--- config.mk ---
export PLATFORM = sky130hd
export DESIGN_NAME = clock_doubler_and_protect_ctrl
export DESIGN_NICKNAME = d
export VERILOG_FILES = /design/src/core/clk_dbl_pkg.sv /design/src/core/clock_doubler_and_protect_ctrl.sv /design/src/core/lockup_timer.sv
export SDC_FILE = /design/constraint.sdc
export NUM_CORES = 1
export LEC_CHECK = 0
export BUFFER_PORTS_ARGS = -buffer_cell sky130_fd_sc_hd__clkbuf_2
export CORE_MARGIN = 1.5
export CORE_UTILIZATION = 57
export DETAILED_ROUTE_END_ITERATION = 6
export GPL_TIMING_DRIVEN = 0
export PLACE_DENSITY = 0.79
export SLEW_MARGIN = 10
export SYNTH_ARGS = -nofsm -noshare
export SYNTH_HDL_FRONTEND = slang
export SYNTH_SLANG_ARGS = --single-unit
export TNS_END_PERCENT = 10
--- constraint.sdc ---
create_clock -name ref_clk_in -period 6.05 [get_ports ref_clk_in]
set_input_delay 1.21 -clock ref_clk_in [delete_from_list [all_inputs] [get_ports ref_clk_in]]
set_output_delay 1.21 -clock ref_clk_in [all_outputs]
set_load 0.05 [all_outputs]
--- src/core/clk_dbl_pkg.sv ---
// Purpose: Shared constants for the clock doubler and protect controller.
// Assumes: Register indices are word numbers as printed; bus byte address is four times the index.
// Notes: All offsets, named field positions, stored-register reset values and lock-up counts live here.
package clk_dbl_pkg;

	// Register bus widths.
	localparam int ADDR_W = 10;
	localparam int DATA_W = 8;

	// Register indices as printed, and their bus byte addresses.
	localparam int IDX_OSC_CTRL = 'h00e0;
	localparam int IDX_SYSCLK_CTRL = 'h00e1;
	localparam int IDX_STANDBY_CTRL = 'h00e2;
	localparam int IDX_NOISE_CTRL0 = 'h00e3;
	localparam int IDX_KEY_FIRST = 'h00e4;
	localparam int IDX_KEY_SECOND = 'h00e5;
	localparam int IDX_DBL_CTRL = 'h00e8;
	localparam int IDX_DBL_TUNING = 'h00e9;
	localparam logic [ADDR_W-1:0] A_OSC_CTRL = ADDR_W'(IDX_OSC_CTRL * 4);
	localparam logic [ADDR_W-1:0] A_SYSCLK_CTRL = ADDR_W'(IDX_SYSCLK_CTRL * 4);
	localparam logic [ADDR_W-1:0] A_STANDBY_CTRL = ADDR_W'(IDX_STANDBY_CTRL * 4);
	localparam logic [ADDR_W-1:0] A_NOISE_CTRL0 = ADDR_W'(IDX_NOISE_CTRL0 * 4);
	localparam logic [ADDR_W-1:0] A_KEY_FIRST = ADDR_W'(IDX_KEY_FIRST * 4);
	localparam logic [ADDR_W-1:0] A_KEY_SECOND = ADDR_W'(IDX_KEY_SECOND * 4);
	localparam logic [ADDR_W-1:0] A_DBL_CTRL = ADDR_W'(IDX_DBL_CTRL * 4);
	localparam logic [ADDR_W-1:0] A_DBL_TUNING = ADDR_W'(IDX_DBL_TUNING * 4);

	// Reset values of the stored registers.
	localparam logic [7:0] RST_OSC_CTRL = 8'he0;
	localparam logic [7:0] RST_SYSCLK_CTRL = 8'h04;
	localparam logic [7:0] RST_STANDBY_CTRL = 8'h2c;
	localparam logic [6:0] RST_NOISE_CTRL0 = 7'h03;
	localparam logic [1:0] RST_RUN_SELECT = 2'h0;
	localparam logic RST_LOCKUP_TIME = 1'b0;
	localparam logic [7:0] RST_DBL_TUNING = 8'h13;

	// Field positions.
	localparam int OSC_FAST_EN = 7;
	localparam int OSC_SLOW_EN = 6;
	localparam int SYSCLK_SLOW = 3;
	localparam int STBY_HALT_HI = 3;
	localparam int STBY_HALT_LO = 2;
	localparam int STBY_DRV_SEL = 1;
	localparam int STBY_DRV_EN = 0;
	localparam int NR_PROTECT = 7;
	localparam int NR_FAST_DRV = 1;
	localparam int NR_SLOW_DRV = 0;
	localparam int DC_RUN_HI = 7;
	localparam int DC_RUN_LO = 6;
	localparam int DC_LOCK_FLAG = 5;
	localparam int DC_LOCK_TIME = 4;

	// Halt mode encodings.
	localparam logic [1:0] HALT_STOP = 2'h1;
	localparam logic [1:0] HALT_PARTIAL_IDLE_HALT = 2'h2;
	localparam logic [1:0] HALT_IDLE2 = 2'h3;

	// Doubler run select encodings.
	localparam logic [1:0] RUN_STOPPED = 2'h0;
	localparam logic [1:0] RUN_OSC_CLK = 2'h1;
	localparam logic [1:0] RUN_DBL_CLK = 2'h2;

	// Key bytes.
	localparam logic [7:0] KEY_5A = 8'h5a;
	localparam logic [7:0] KEY_A5 = 8'ha5;

	// Lock-up times in input clock cycles: 2^12 and 2^10.
	localparam int LOCKUP_LONG_CYCLES = 4096;
	localparam int LOCKUP_SHORT_CYCLES = 1024;

	// One-hot key sequence states.
	typedef enum logic [2:0] {
		KEY_IDLE = 3'b001,
		KEY_GOT_5A = 3'b010,
		KEY_GOT_A5 = 3'b100
	} key_state_t;

endpackage

--- src/core/clock_doubler_and_protect_ctrl.sv ---
// Purpose: Clock doubler control, lock-up status, clock select and key protect.
// Assumes: Single-cycle strobes from a bus master on ref_clk_in.
// Notes: Software ordering constraints are not enforced in hardware.
// Function
// [RULE1] Slow oscillator enabled out of reset.
// [RULE2] Standby turns halt select 11 into partial_idle_halt.
// [RULE3] Drive select 0 means partial_idle_halt, 1 means stop.
// [RULE4] Doubler control only written in fast mode.
// [RULE5] Stop doubler in two writes: C0H, 00H.
// [RULE6] Stop doubler before stopping fast oscillator.
// [RULE7] Write 0BH to tuning for 4-9 MHz.
// [RULE8] 5AH then A5H to keys toggles protect.
// [RULE9] A5H then 5AH to keys toggles protect.
// [RULE10] Set drive strength bits before oscillator restart.
// [RULE11] Run select 00 stop, 01 osc, 10 doubler.
// [RULE12] Lock-up flag reads 1 while counting.
//
// Implementation choice: the address-and-strobe port.
`timescale 1ns/1ps
`default_nettype none
module clock_doubler_and_protect_ctrl #(
	parameter int LOCKUP_LONG = clk_dbl_pkg::LOCKUP_LONG_CYCLES,
	parameter int LOCKUP_SHORT = clk_dbl_pkg::LOCKUP_SHORT_CYCLES
) (
	input wire logic ref_clk_in,
	input wire logic rstn_in,
	input wire logic [clk_dbl_pkg::ADDR_W-1:0] addr_in,
	input wire logic [clk_dbl_pkg::DATA_W-1:0] wdata_in,
	input wire logic wr_in,
	input wire logic rd_in,
	output logic [clk_dbl_pkg::DATA_W-1:0] rdata_out,
	input wire logic hw_standby_in,
	output logic fast_osc_en_out,
	output logic slow_osc_en_out,
	output logic sys_clk_slow_out,
	output logic [2:0] clock_gear_out,
	output logic [1:0] halt_mode_out,
	output logic pin_hold_out,
	output logic protect_on_out,
	output logic fast_osc_drive_strength_out,
	output logic slow_osc_drive_strength_out,
	output logic clock_doubler_en_out,
	output logic doubler_clk_sel_out,
	output logic lockup_status_flag_out,
	output logic [7:0] doubler_tuning_out
);

	// Stored registers.
	logic [7:0] osc_ctrl;
	logic [7:0] sysclk_ctrl;
	logic [7:0] standby_ctrl;
	logic [6:0] noise_bits;
	logic protect;
	logic [1:0] doubler_run_select;
	logic lockup_time_select;
	logic [7:0] doubler_tuning;
	clk_dbl_pkg::key_state_t key_state;
	clk_dbl_pkg::key_state_t next_key_state;

	// Standby pin synchroniser.
	logic standby_meta;
	logic standby_sync;

	// Address decode.
	logic hit_osc;
	logic hit_sysclk;
	logic hit_standby;
	logic hit_noise;
	logic hit_key1;
	logic hit_key2;
	logic hit_dctl;
	logic hit_dtune;

	// Doubler lock-up control, protect toggle and halt mode.
	logic lockup_start;
	logic lockup_cancel;
	logic lockup_busy;
	logic protect_toggle;
	logic [1:0] halt_raw;
	logic [1:0] halt_effective;

	assign hit_osc = (addr_in == clk_dbl_pkg::A_OSC_CTRL);
	assign hit_sysclk = (addr_in == clk_dbl_pkg::A_SYSCLK_CTRL);
	assign hit_standby = (addr_in == clk_dbl_pkg::A_STANDBY_CTRL);
	assign hit_noise = (addr_in == clk_dbl_pkg::A_NOISE_CTRL0);
	assign hit_key1 = (addr_in == clk_dbl_pkg::A_KEY_FIRST);
	assign hit_key2 = (addr_in == clk_dbl_pkg::A_KEY_SECOND);
	assign hit_dctl = (addr_in == clk_dbl_pkg::A_DBL_CTRL);
	assign hit_dtune = (addr_in == clk_dbl_pkg::A_DBL_TUNING);

	// The standby pin is asynchronous, so it passes two flops before use.
	always_ff @(posedge ref_clk_in or negedge rstn_in) begin
		if (!rstn_in) begin
			standby_meta <= 1'b0;
			standby_sync <= 1'b0;
		end else begin
			standby_meta <= hw_standby_in;
			standby_sync <= standby_meta;
		end
	end

	// Oscillator control; both oscillators run after reset.
	always_ff @(posedge ref_clk_in or negedge rstn_in) begin
		if (!rstn_in) begin
			osc_ctrl <= clk_dbl_pkg::RST_OSC_CTRL; // see [RULE1]
		end else if (wr_in && hit_osc) begin
			osc_ctrl <= wdata_in;
		end
	end

	// System clock select and gear.
	always_ff @(posedge ref_clk_in or negedge rstn_in) begin
		if (!rstn_in) begin
			sysclk_ctrl <= clk_dbl_pkg::RST_SYSCLK_CTRL;
		end else if (wr_in && hit_sysclk) begin
			sysclk_ctrl <= {4'h0, wdata_in[3:0]};
		end
	end

	// Halt mode, warm-up time and pin state control; bit 6 is unused.
	always_ff @(posedge ref_clk_in or negedge rstn_in) begin
		if (!rstn_in) begin
			standby_ctrl <= clk_dbl_pkg::RST_STANDBY_CTRL;
		end else if (wr_in && hit_standby) begin
			standby_ctrl <= {wdata_in[7], 1'b0, wdata_in[5:0]};
		end
	end

	// Noise reduction bits below the protect flag are plain storage.
	always_ff @(posedge ref_clk_in or negedge rstn_in) begin
		if (!rstn_in) begin
			noise_bits <= clk_dbl_pkg::RST_NOISE_CTRL0;
		end else if (wr_in && hit_noise) begin
			noise_bits <= wdata_in[6:0];
		end
	end

	// Key sequence tracker. The two key bytes must be consecutive writes:
	// any other write in between breaks the sequence, which keeps a stray
	// store from completing half a key left over from earlier code.
	always_comb begin
		next_key_state = key_state;
		protect_toggle = 1'b0;
		if (wr_in) begin
			next_key_state = clk_dbl_pkg::KEY_IDLE;
			case (key_state)
				clk_dbl_pkg::KEY_GOT_5A: begin
					if (hit_key2 && wdata_in == clk_dbl_pkg::KEY_A5) begin
						protect_toggle = 1'b1; // see [RULE8]
					end
				end
				clk_dbl_pkg::KEY_GOT_A5: begin
					if (hit_key2 && wdata_in == clk_dbl_pkg::KEY_5A) begin
						protect_toggle = 1'b1; // see [RULE9]
					end
				end
				default: begin
					protect_toggle = 1'b0;
				end
			endcase
			// A first-key write of 5AH or A5H always opens a new sequence.
			if (hit_key1 && wdata_in == clk_dbl_pkg::KEY_5A) begin
				next_key_state = clk_dbl_pkg::KEY_GOT_5A; // see [RULE8]
			end else if (hit_key1 && wdata_in == clk_dbl_pkg::KEY_A5) begin
				next_key_state = clk_dbl_pkg::KEY_GOT_A5; // see [RULE9]
			end
		end
	end

	always_ff @(posedge ref_clk_in or negedge rstn_in) begin
		if (!rstn_in) begin
			key_state <= clk_dbl_pkg::KEY_IDLE;
		end else begin
			key_state <= next_key_state;
		end
	end

	// Protect flag is read-only and changes only on a completed key.
	always_ff @(posedge ref_clk_in or negedge rstn_in) begin
		if (!rstn_in) begin
			protect <= 1'b0;
		end else if (protect_toggle) begin
			protect <= ~protect; // see [RULE8] [RULE9]
		end
	end

	// Doubler control. Ordering against slow mode and oscillator stop is
	// left to software; hardware accepts every write as it comes.
	always_ff @(posedge ref_clk_in or negedge rstn_in) begin
		if (!rstn_in) begin
			doubler_run_select <= clk_dbl_pkg::RST_RUN_SELECT;
			lockup_time_select <= clk_dbl_pkg::RST_LOCKUP_TIME;
		end else if (wr_in && hit_dctl) begin
			doubler_run_select <= wdata_in[clk_dbl_pkg::DC_RUN_HI:clk_dbl_pkg::DC_RUN_LO];
			lockup_time_select <= wdata_in[clk_dbl_pkg::DC_LOCK_TIME];
		end
	end

	// Tuning register is plain storage driven to the analogue doubler.
	always_ff @(posedge ref_clk_in or negedge rstn_in) begin
		if (!rstn_in) begin
			doubler_tuning <= clk_dbl_pkg::RST_DBL_TUNING;
		end else if (wr_in && hit_dtune) begin
			doubler_tuning <= wdata_in; // see [RULE7]
		end
	end

	// Lock-up starts when the doubler goes from stopped to running and is
	// dropped when software stops it again.
	assign lockup_start = wr_in && hit_dctl
		&& (doubler_run_select == clk_dbl_pkg::RUN_STOPPED)
		&& (wdata_in[clk_dbl_pkg::DC_RUN_HI:clk_dbl_pkg::DC_RUN_LO] != clk_dbl_pkg::RUN_STOPPED);
	assign lockup_cancel = wr_in && hit_dctl
		&& (wdata_in[clk_dbl_pkg::DC_RUN_HI:clk_dbl_pkg::DC_RUN_LO] == clk_dbl_pkg::RUN_STOPPED);

	// Lock-up time bit: 0 selects the long count, 1 the short one. It is taken from the
	// starting write itself, since the stored bit only updates on that same edge.
	lockup_timer #(
		.LONG_CYCLES(LOCKUP_LONG),
		.SHORT_CYCLES(LOCKUP_SHORT)
	) u_lockup (
		.ref_clk_in(ref_clk_in),
		.rstn_in(rstn_in),
		.start_in(lockup_start),
		.cancel_in(lockup_cancel),
		.short_sel_in(wdata_in[clk_dbl_pkg::DC_LOCK_TIME]),
		.busy_out(lockup_busy)
	);

	// Effective halt mode: in standby the idle2 code is read as partial_idle_halt.
	assign halt_raw = standby_ctrl[clk_dbl_pkg::STBY_HALT_HI:clk_dbl_pkg::STBY_HALT_LO];
	always_comb begin
		if (standby_sync && halt_raw == clk_dbl_pkg::HALT_IDLE2) begin
			halt_effective = clk_dbl_pkg::HALT_PARTIAL_IDLE_HALT; // see [RULE2]
		end else begin
			halt_effective = halt_raw;
		end
	end

	// Register read mux, registered so data stand in the following cycle.
	// Key registers are write-only and unmapped addresses read as zero.
	always_ff @(posedge ref_clk_in or negedge rstn_in) begin
		if (!rstn_in) begin
			rdata_out <= 8'h00;
		end else if (rd_in) begin
			if (hit_osc) begin
				rdata_out <= osc_ctrl;
			end else if (hit_sysclk) begin
				rdata_out <= sysclk_ctrl;
			end else if (hit_standby) begin
				rdata_out <= standby_ctrl;
			end else if (hit_noise) begin
				rdata_out <= {protect, noise_bits};
			end else if (hit_dctl) begin
				rdata_out <= {doubler_run_select, lockup_busy, lockup_time_select, 4'h0}; // see [RULE12]
			end else if (hit_dtune) begin
				rdata_out <= doubler_tuning;
			end else begin
				rdata_out <= 8'h00;
			end
		end else begin
			rdata_out <= 8'h00;
		end
	end

	// Control outputs, all taken straight from flops or simple decodes.
	always_ff @(posedge ref_clk_in or negedge rstn_in) begin
		if (!rstn_in) begin
			fast_osc_en_out <= 1'b1;
			slow_osc_en_out <= 1'b1; // see [RULE1]
			sys_clk_slow_out <= 1'b0;
			clock_gear_out <= 3'h4;
			halt_mode_out <= clk_dbl_pkg::HALT_IDLE2;
			pin_hold_out <= 1'b0;
			protect_on_out <= 1'b0;
			fast_osc_drive_strength_out <= 1'b1;
			slow_osc_drive_strength_out <= 1'b1;
			clock_doubler_en_out <= 1'b0;
			doubler_clk_sel_out <= 1'b0;
			lockup_status_flag_out <= 1'b0;
			doubler_tuning_out <= clk_dbl_pkg::RST_DBL_TUNING;
		end else begin
			fast_osc_en_out <= osc_ctrl[clk_dbl_pkg::OSC_FAST_EN];
			slow_osc_en_out <= osc_ctrl[clk_dbl_pkg::OSC_SLOW_EN]; // see [RULE1]
			sys_clk_slow_out <= sysclk_ctrl[clk_dbl_pkg::SYSCLK_SLOW];
			clock_gear_out <= sysclk_ctrl[2:0];
			halt_mode_out <= halt_effective; // see [RULE2]
			// Pin hold applies only in the halt mode the drive select names.
			pin_hold_out <= standby_ctrl[clk_dbl_pkg::STBY_DRV_EN]
				&& (halt_effective == (standby_ctrl[clk_dbl_pkg::STBY_DRV_SEL]
				? clk_dbl_pkg::HALT_STOP : clk_dbl_pkg::HALT_PARTIAL_IDLE_HALT)); // see [RULE3]
			protect_on_out <= protect;
			fast_osc_drive_strength_out <= noise_bits[clk_dbl_pkg::NR_FAST_DRV];
			slow_osc_drive_strength_out <= noise_bits[clk_dbl_pkg::NR_SLOW_DRV];
			clock_doubler_en_out <= (doubler_run_select != clk_dbl_pkg::RUN_STOPPED); // see [RULE11]
			// Hand over to the doubler clock only once lock-up is over, so an
			// early switch never feeds the core an unsettled clock.
			doubler_clk_sel_out <= (doubler_run_select == clk_dbl_pkg::RUN_DBL_CLK)
				&& !lockup_busy; // see [RULE11]
			lockup_status_flag_out <= lockup_busy; // see [RULE12]
			doubler_tuning_out <= doubler_tuning;
		end
	end

endmodule
`default_nettype wire

--- src/core/lockup_timer.sv ---
// Purpose: Counts the doubler lock-up time after a start.
// Assumes: The reference clock stands in for the oscillator clock.
// Notes: A new start restarts the count; a cancel ends it at once.
`timescale 1ns/1ps
`default_nettype none
module lockup_timer #(
	parameter int LONG_CYCLES = 4096,
	parameter int SHORT_CYCLES = 1024
) (
	input wire logic ref_clk_in,
	input wire logic rstn_in,
	input wire logic start_in,
	input wire logic cancel_in,
	input wire logic short_sel_in,
	output logic busy_out
);
	localparam int CNT_W = $clog2(LONG_CYCLES + 1);

	logic [CNT_W-1:0] remaining;

	// Load on start, count down to zero; busy while non-zero.
	always_ff @(posedge ref_clk_in or negedge rstn_in) begin
		if (!rstn_in) begin
			remaining <= '0;
		end else if (cancel_in) begin
			remaining <= '0;
		end else if (start_in) begin
			remaining <= short_sel_in ? CNT_W'(SHORT_CYCLES) : CNT_W'(LONG_CYCLES);
		end else if (remaining != '0) begin
			remaining <= remaining - CNT_W'(1);
		end
	end

	assign busy_out = (remaining != '0);
endmodule
`default_nettype wire

==> impl_metrics.ini, run 1 <==
[yosys]
syn_area_per_cell_um2 = 11.73
async_flop_share = 1.000
synthCells = 333
post_synth_num_cell_types = 51
syn-num-nets = 357
ys.flop_type = dfrtp_1
ys_seq_area_frac = 0.5645
synth_edf_count = 0
syn_area_mm2 = 0.003907
ys_ff_latch = 87
synth-warning-count = 0

[clocking]
root_buffer = clkbuf_8
cts_tree = done
cts.sinks = 87
ctsHoldBuffers = 0
cts_buffer_depth = 2
clk_latency_ns = 0.35
cts-htree-levels = 3
postCtsResizedCells = 0
clk_pin_slew_ns = 0.08
post_cts_buffers = 0
numCtsBuffers = 9

[critical_path]
crit_type = in -> reg
cp.required_ns = 6.29
crit_fanout = 8
cp-start-kind = primary input
endpoint_kind = flip-flop
reg2reg_slack_ns = 3.53
cp.arrival_ns = 3.23

[floorplanning]
start_util = 0.6016
dieArea_mm2 = 0.007361
io_pins = 54
core.rowCount = 29
die_h_um = 85.80
fp.coreArea_mm2 = 0.006495
die_w_um = 85.80

[sta]
clock.fmax_ghz = 0.3337
slew_headroom = 0.3258
hold_viol = 0
period_needed_ns = 2.997
setup_viol = 0
fin_skew_ns = 0.008849
rsz0062_at_grt = no
slew_violations = 0
tightest_slew_ns = 1.002
setup_tns_ns = 0
fin_crit_sh = 0.4953

[global_route]
antenna_found_initial = 0
grt_pass1_vias = 2829
grt_max_degree = 61
grt.total_usage = 0.2537
grt_pass1_wl_um = 14260
overflow = 0

[cells_and_area]
drive_gt1_frac = 0.3425
final_common_cell = dfrtp_1
final_cells = 477
n_antenna_cell = 0
fillers = 502
multi_input_area_mm2 = 0.001590
seqCellArea_mm2 = 0.002206
syn_to_final_growth_pct = 14.95
final_nets = 419
final_core_util = 0.6916
mostFrequentLayoutCells = dfrtp_1 (64), clkbuf_2 (49), mux2_2 (35)

[route]
drc = 0
drtIter0Drc = 229
first_pass_iters = 5
viasPerCell = 6.115
wl_um = 8560
antenna_left = 0
vias = 2917
wire_per_inst_um = 17.95

[hold_path]
hp-class = reg -> reg

[pwr]
max-vdd-ir-drop_mv = 0.1669
p_leak_nw = 1.969
p_per_area_mw_per_mm2 = 269.3

[placed_design]
dp.cells = 461
port_buffers = 50
dpl.hpwl_um = 5970
place.gp.congestion = 0.9606

[run]
cap_violations = 0

[outcome]
outcome = finished clean
-- critical path, stage by stage --
cell	delay, ns
clkbuf_2	0.08
nand4bb_1	0.41
or3_1	0.46
clkbuf_1	0.18
nor2_2	0.50
mux2_2	0.39
-- stage by stage --
step / instance area, um^2 / power [W] / hold WS (ns) / worst slack, ns
after floorplan: 3908 / 0.0007383 / 0.3312 / 3.160
after global placement: 4254 / 0.0007802 / 0.3375 / 2.700
after detailed placement: 4284 / 0.0007914 / 0.3498 / 2.701
after CTS: 4492 / 0.001217 / 0.3652 / 3.072
after global routing: 4492 / 0.001262 / 0.3610 / 2.854
final: 4492 / 0.001210 / 0.3607 / 3.053
-- cell type report --
class | count | area share
plain buffers | 15 | 0.01309
well taps | 77 | 0.02145
multi-input cells | 217 | 0.3540
clock buffers | 12 | 0.03008
inverters | 14 | 0.01170
flip-flops and latches | 87 | 0.4911
repair buffers | 51 | 0.06240
clock inverters | 4 | 0.01616
-- cell families (layout without fill, tap and decap cells) --
kind of cell | Yosys count | count (layout) | share of synthesized area
xor gates and xnor gates | 3 | 3 | 0.006726
and+or+nand+nor | 102 | 102 | 0.1716
AOI/OAI and AO/OA | 70 | 70 | 0.1092
DFF | 87 | 87 | 0.5645
muxes | 41 | 41 | 0.1162
buffers and inverters | 29 | 96 | 0.02850
adders and majority gates | 1 | 1 | 0.003202
-- sequential cells by signal, indices dropped and copies added, names as in the netlist, 2 cells and up --
signal,cells
doubler_run_select,2
halt_mode_out,2
doubler_tuning_out,8
doubler_tuning,8
noise_bits,7
clock_gear_out,3
sysclk_ctrl,4
rdata_out,8
standby_ctrl,7
key_state,3
osc_ctrl,8
u_lockup.remaining,13
-- synth_stat cells (5+ instances only) --
cell      instances  area [um^2]
nand2_1          16        60.06
inv_1            14        52.55
nor3_1            7        35.03
nand3_1           7        35.03
or3_1             5        31.28
o21ai_0          22        110.1
clkbuf_1         12        45.04
o22ai_1           5        31.28
nor2_1           12        45.04
nand3b_1          5        37.54
mux2_2           35        394.1
nand4_1           6        37.54
a21oi_1          16        80.08
a31oi_1           7        43.79
dfstp_2          23        604.3
nand2b_1          7        43.79
mux2i_1           6        60.06
dfrtp_1          64         1602
-- worst paths after layout --
| path | startpoint | end | cells after the start |
|---|---|---|---|
| max in group asynchronous | rstn_in | clock_gear_out[2] | 2 |
| min reg2reg | standby_meta | standby_sync | 0 |
| max | addr_in[0] | doubler_tuning[7] | 6 |
| max reg2reg | u_lockup.remaining[0] | u_lockup.remaining[7] | 8 |
| min in group asynchronous | rstn_in | u_lockup.remaining[9] | 1 |
| min | standby_meta | standby_sync | 0 |
-- power by group --
part	total, W	switching (W)	internal, W
Clock	0.000425	0.000193	0.000232
Combinational	0.000131	0.0000767	0.0000546
Sequential	0.000653	0.0000407	0.000612
Total	0.00121	0.000310	0.000899
-- per-layer routing --
layer	track usage	vias up	routed length (um)
li1	-	1352	-
met1	0.3544	1432	3712
met2	0.3966	116	4215
met3	0.05197	17	489
met4	0.09531	0	142
met5	0	-	0
(Power assumes the default switching activity.)
==> inputs of run 2 (changes only) <==
- clock period: 6.05 -> 2.8 ns (I/O delays scaled with it)
==> run 2 against run 1 <==
Net effect: clock-buffer cell count stayed put; sequential share of layout area shrank 0.055 points; clock power grew 120%; worst setup slack got worse by 2.6 ns; design area rose by 0.11%; non-clock buffer count unchanged; critical endpoint unchanged; clock skew is essentially flat; hold slack worse by 0.21 ns; largest cell class unchanged; critical path depth unchanged; via count is 0.34% lower; largest power group unchanged; die area is the same.
==> impl_metrics.ini, run 2 (same netlist as run 1, synthesis figures left out) <==
[placed_design]
dp.cells = 461
place.gp.congestion = 0.9606
dpl.hpwl_um = 5970
dpl_worst_slack_ns = 0.1008
port_buffers = 50

[pwr]
seqPwrFrac = 0.540
p_leak_nw = 1.971
clkPwrFrac = 0.352
max-vdd-ir-drop_mv = 0.3597
switching_share = 0.2568
p_per_area_mw_per_mm2 = 581.9
p_int_w = 0.001945
combPwrFrac = 0.108
switchingPower_w = 0.0006721

[route]
vias = 2907
wire_per_inst_um = 17.81
viasPerCell = 6.094
wl_um = 8495
first_pass_iters = 4
drtIter0Drc = 229
antenna_left = 0
drc = 0

[sta]
slew_headroom = 0.3113
fin_skew_ns = 0.009163
setup_viol = 0
hold_viol = 0
setup_tns_ns = 0
rsz0062_at_grt = no
slew_violations = 0
fin_ws_ns = 0.4531
fin_crit_sh = 0.8382
clock.fmax_ghz = 0.4261
period_needed_ns = 2.347
tightest_slew_ns = 1.024

[floorplanning]
die_h_um = 85.80
dieArea_mm2 = 0.007361
start_util = 0.6016
io_pins = 54
fp.coreArea_mm2 = 0.006495
core.rowCount = 29
die_w_um = 85.80

[critical_path]
cp.arrival_ns = 2.59
cp-start-kind = primary input
cp_slowest_cell = nor2_2
reg2reg_from = u_lockup.remaining[0]
cp_top_family = simple AND/OR/NAND/NOR gates
endpoint_kind = flip-flop
crit_chain = clkbuf_2 > nand4bb_1 > or3_1 > clkbuf_1 > nor2_2 > mux2_2
slowest_delay_ns = 0.50
path_buf_inv = 2
crit_type = in -> reg
startpoint = addr_in[0]
crit_fanout = 8
cp.required_ns = 3.04

[run]
cap_violations = 0

[clocking]
cts-htree-levels = 3
post_cts_buffers = 0
clk_latency_ns = 0.36
root_buffer = clkbuf_8
clk_pin_slew_ns = 0.08
cts_tree = done
cts.sinks = 87
cts_buffer_depth = 2
numCtsBuffers = 9

[global_route]
grt_pass1_vias = 2829
grt_pass1_wl_um = 14260
antenna_found_initial = 0
grt.total_usage = 0.2537
grt_max_degree = 61
overflow = 0

[cells_and_area]
final_cells = 477
syn_to_final_growth_pct = 15.08
largest_register_ffs = 13
n_antenna_cell = 0
regMostFlops = u_lockup.remaining
mostFrequentLayoutCells = dfrtp_1 (64), clkbuf_2 (49), mux2_2 (35)
drive_gt1_frac = 0.3450
final_nets = 419
final_common_cell = dfrtp_1

[hold_path]
hp-class = in -> async

[outcome]
outcome = finished clean
[run 2: changes by cell type in the layout (fill, tap and decap cells not counted)]
cell | previous run | this run
nor3b_1 | 2 | 1
nor3b_2 | 0 | 1
[run 2: layout make-up]
class / instances / area, um^2
sequential: 87 / 2206
fill: 502 / 1998
multi-input combinational: 217 / 1595
timing repair buffer: 51 / 280.3
clock buffer: 12 / 135.1
tap: 77 / 96.34
clock inverter: 4 / 72.57
buffer: 15 / 58.81
inverter: 14 / 52.55
[run 2: metrics by stage]
stage                 util  total power, W  area (um^2)  hold WS [ns]
detailed placement  0.6596        0.001710         4284        0.3498
finish              0.6924        0.002617         4497        0.1511
global placement    0.6550        0.001686         4254        0.3375
CTS                 0.6916        0.002631         4492        0.1556
global route        0.6924        0.002732         4497        0.1693
floorplan                -        0.001595         3908        0.2644
[run 2: per-layer routing]
layer,global-route usage,part of all wire,vias to the layer above
met5,0,0,-
met4,0.09531,0.014,0
met3,0.05197,0.057,10
met2,0.3966,0.50,101
met1,0.3544,0.43,1440
li1,-,-,1356
[run 2: worst reg2reg max path: stages, from the launching register on]
cell and delay [ns]:
dfrtp_1 0.41, inv_1 0.12, ha_1 0.23, nor3b_2 0.34, and4_1 0.24, clkbuf_1 0.31, inv_1 0.25, nand3_1 0.17
mux2i_1 0.18
[run 2: final timing paths]
path / end / slack, ns / cells after the start
worst max-delay path: doubler_tuning[7] / 0.45 / 6
worst min-delay path: u_lockup.remaining[9] / 0.15 / 1
worst max register to register: u_lockup.remaining[7] / 0.49 / 8
worst min register to register: standby_sync / 0.36 / 0
max in group asynchronous: clock_gear_out[2] / 1.99 / 2
min in group ref_clk_in: standby_meta / 0.31 / 1
[run 2: timing repair]
| action | 4_1_cts | 5_1_grt |
|---|---|---|
| hold buffers | 0 | 0 |
| setup endpoints to repair | 0 | 1 |
| resized for setup | 0 | 1 |
[run 2: power by group through the flow]
stage | Combinational (W) | Sequential (W) | Clock (W)
2_1_floorplan | 0.000168 | 0.00143 | 0
3_3_place_gp | 0.000262 | 0.00142 | 0
3_5_place_dp | 0.000278 | 0.00143 | 0
4_1_cts | 0.000283 | 0.00141 | 0.000938
5_1_grt | 0.000322 | 0.00143 | 0.000984
6_report | 0.000284 | 0.00141 | 0.000920
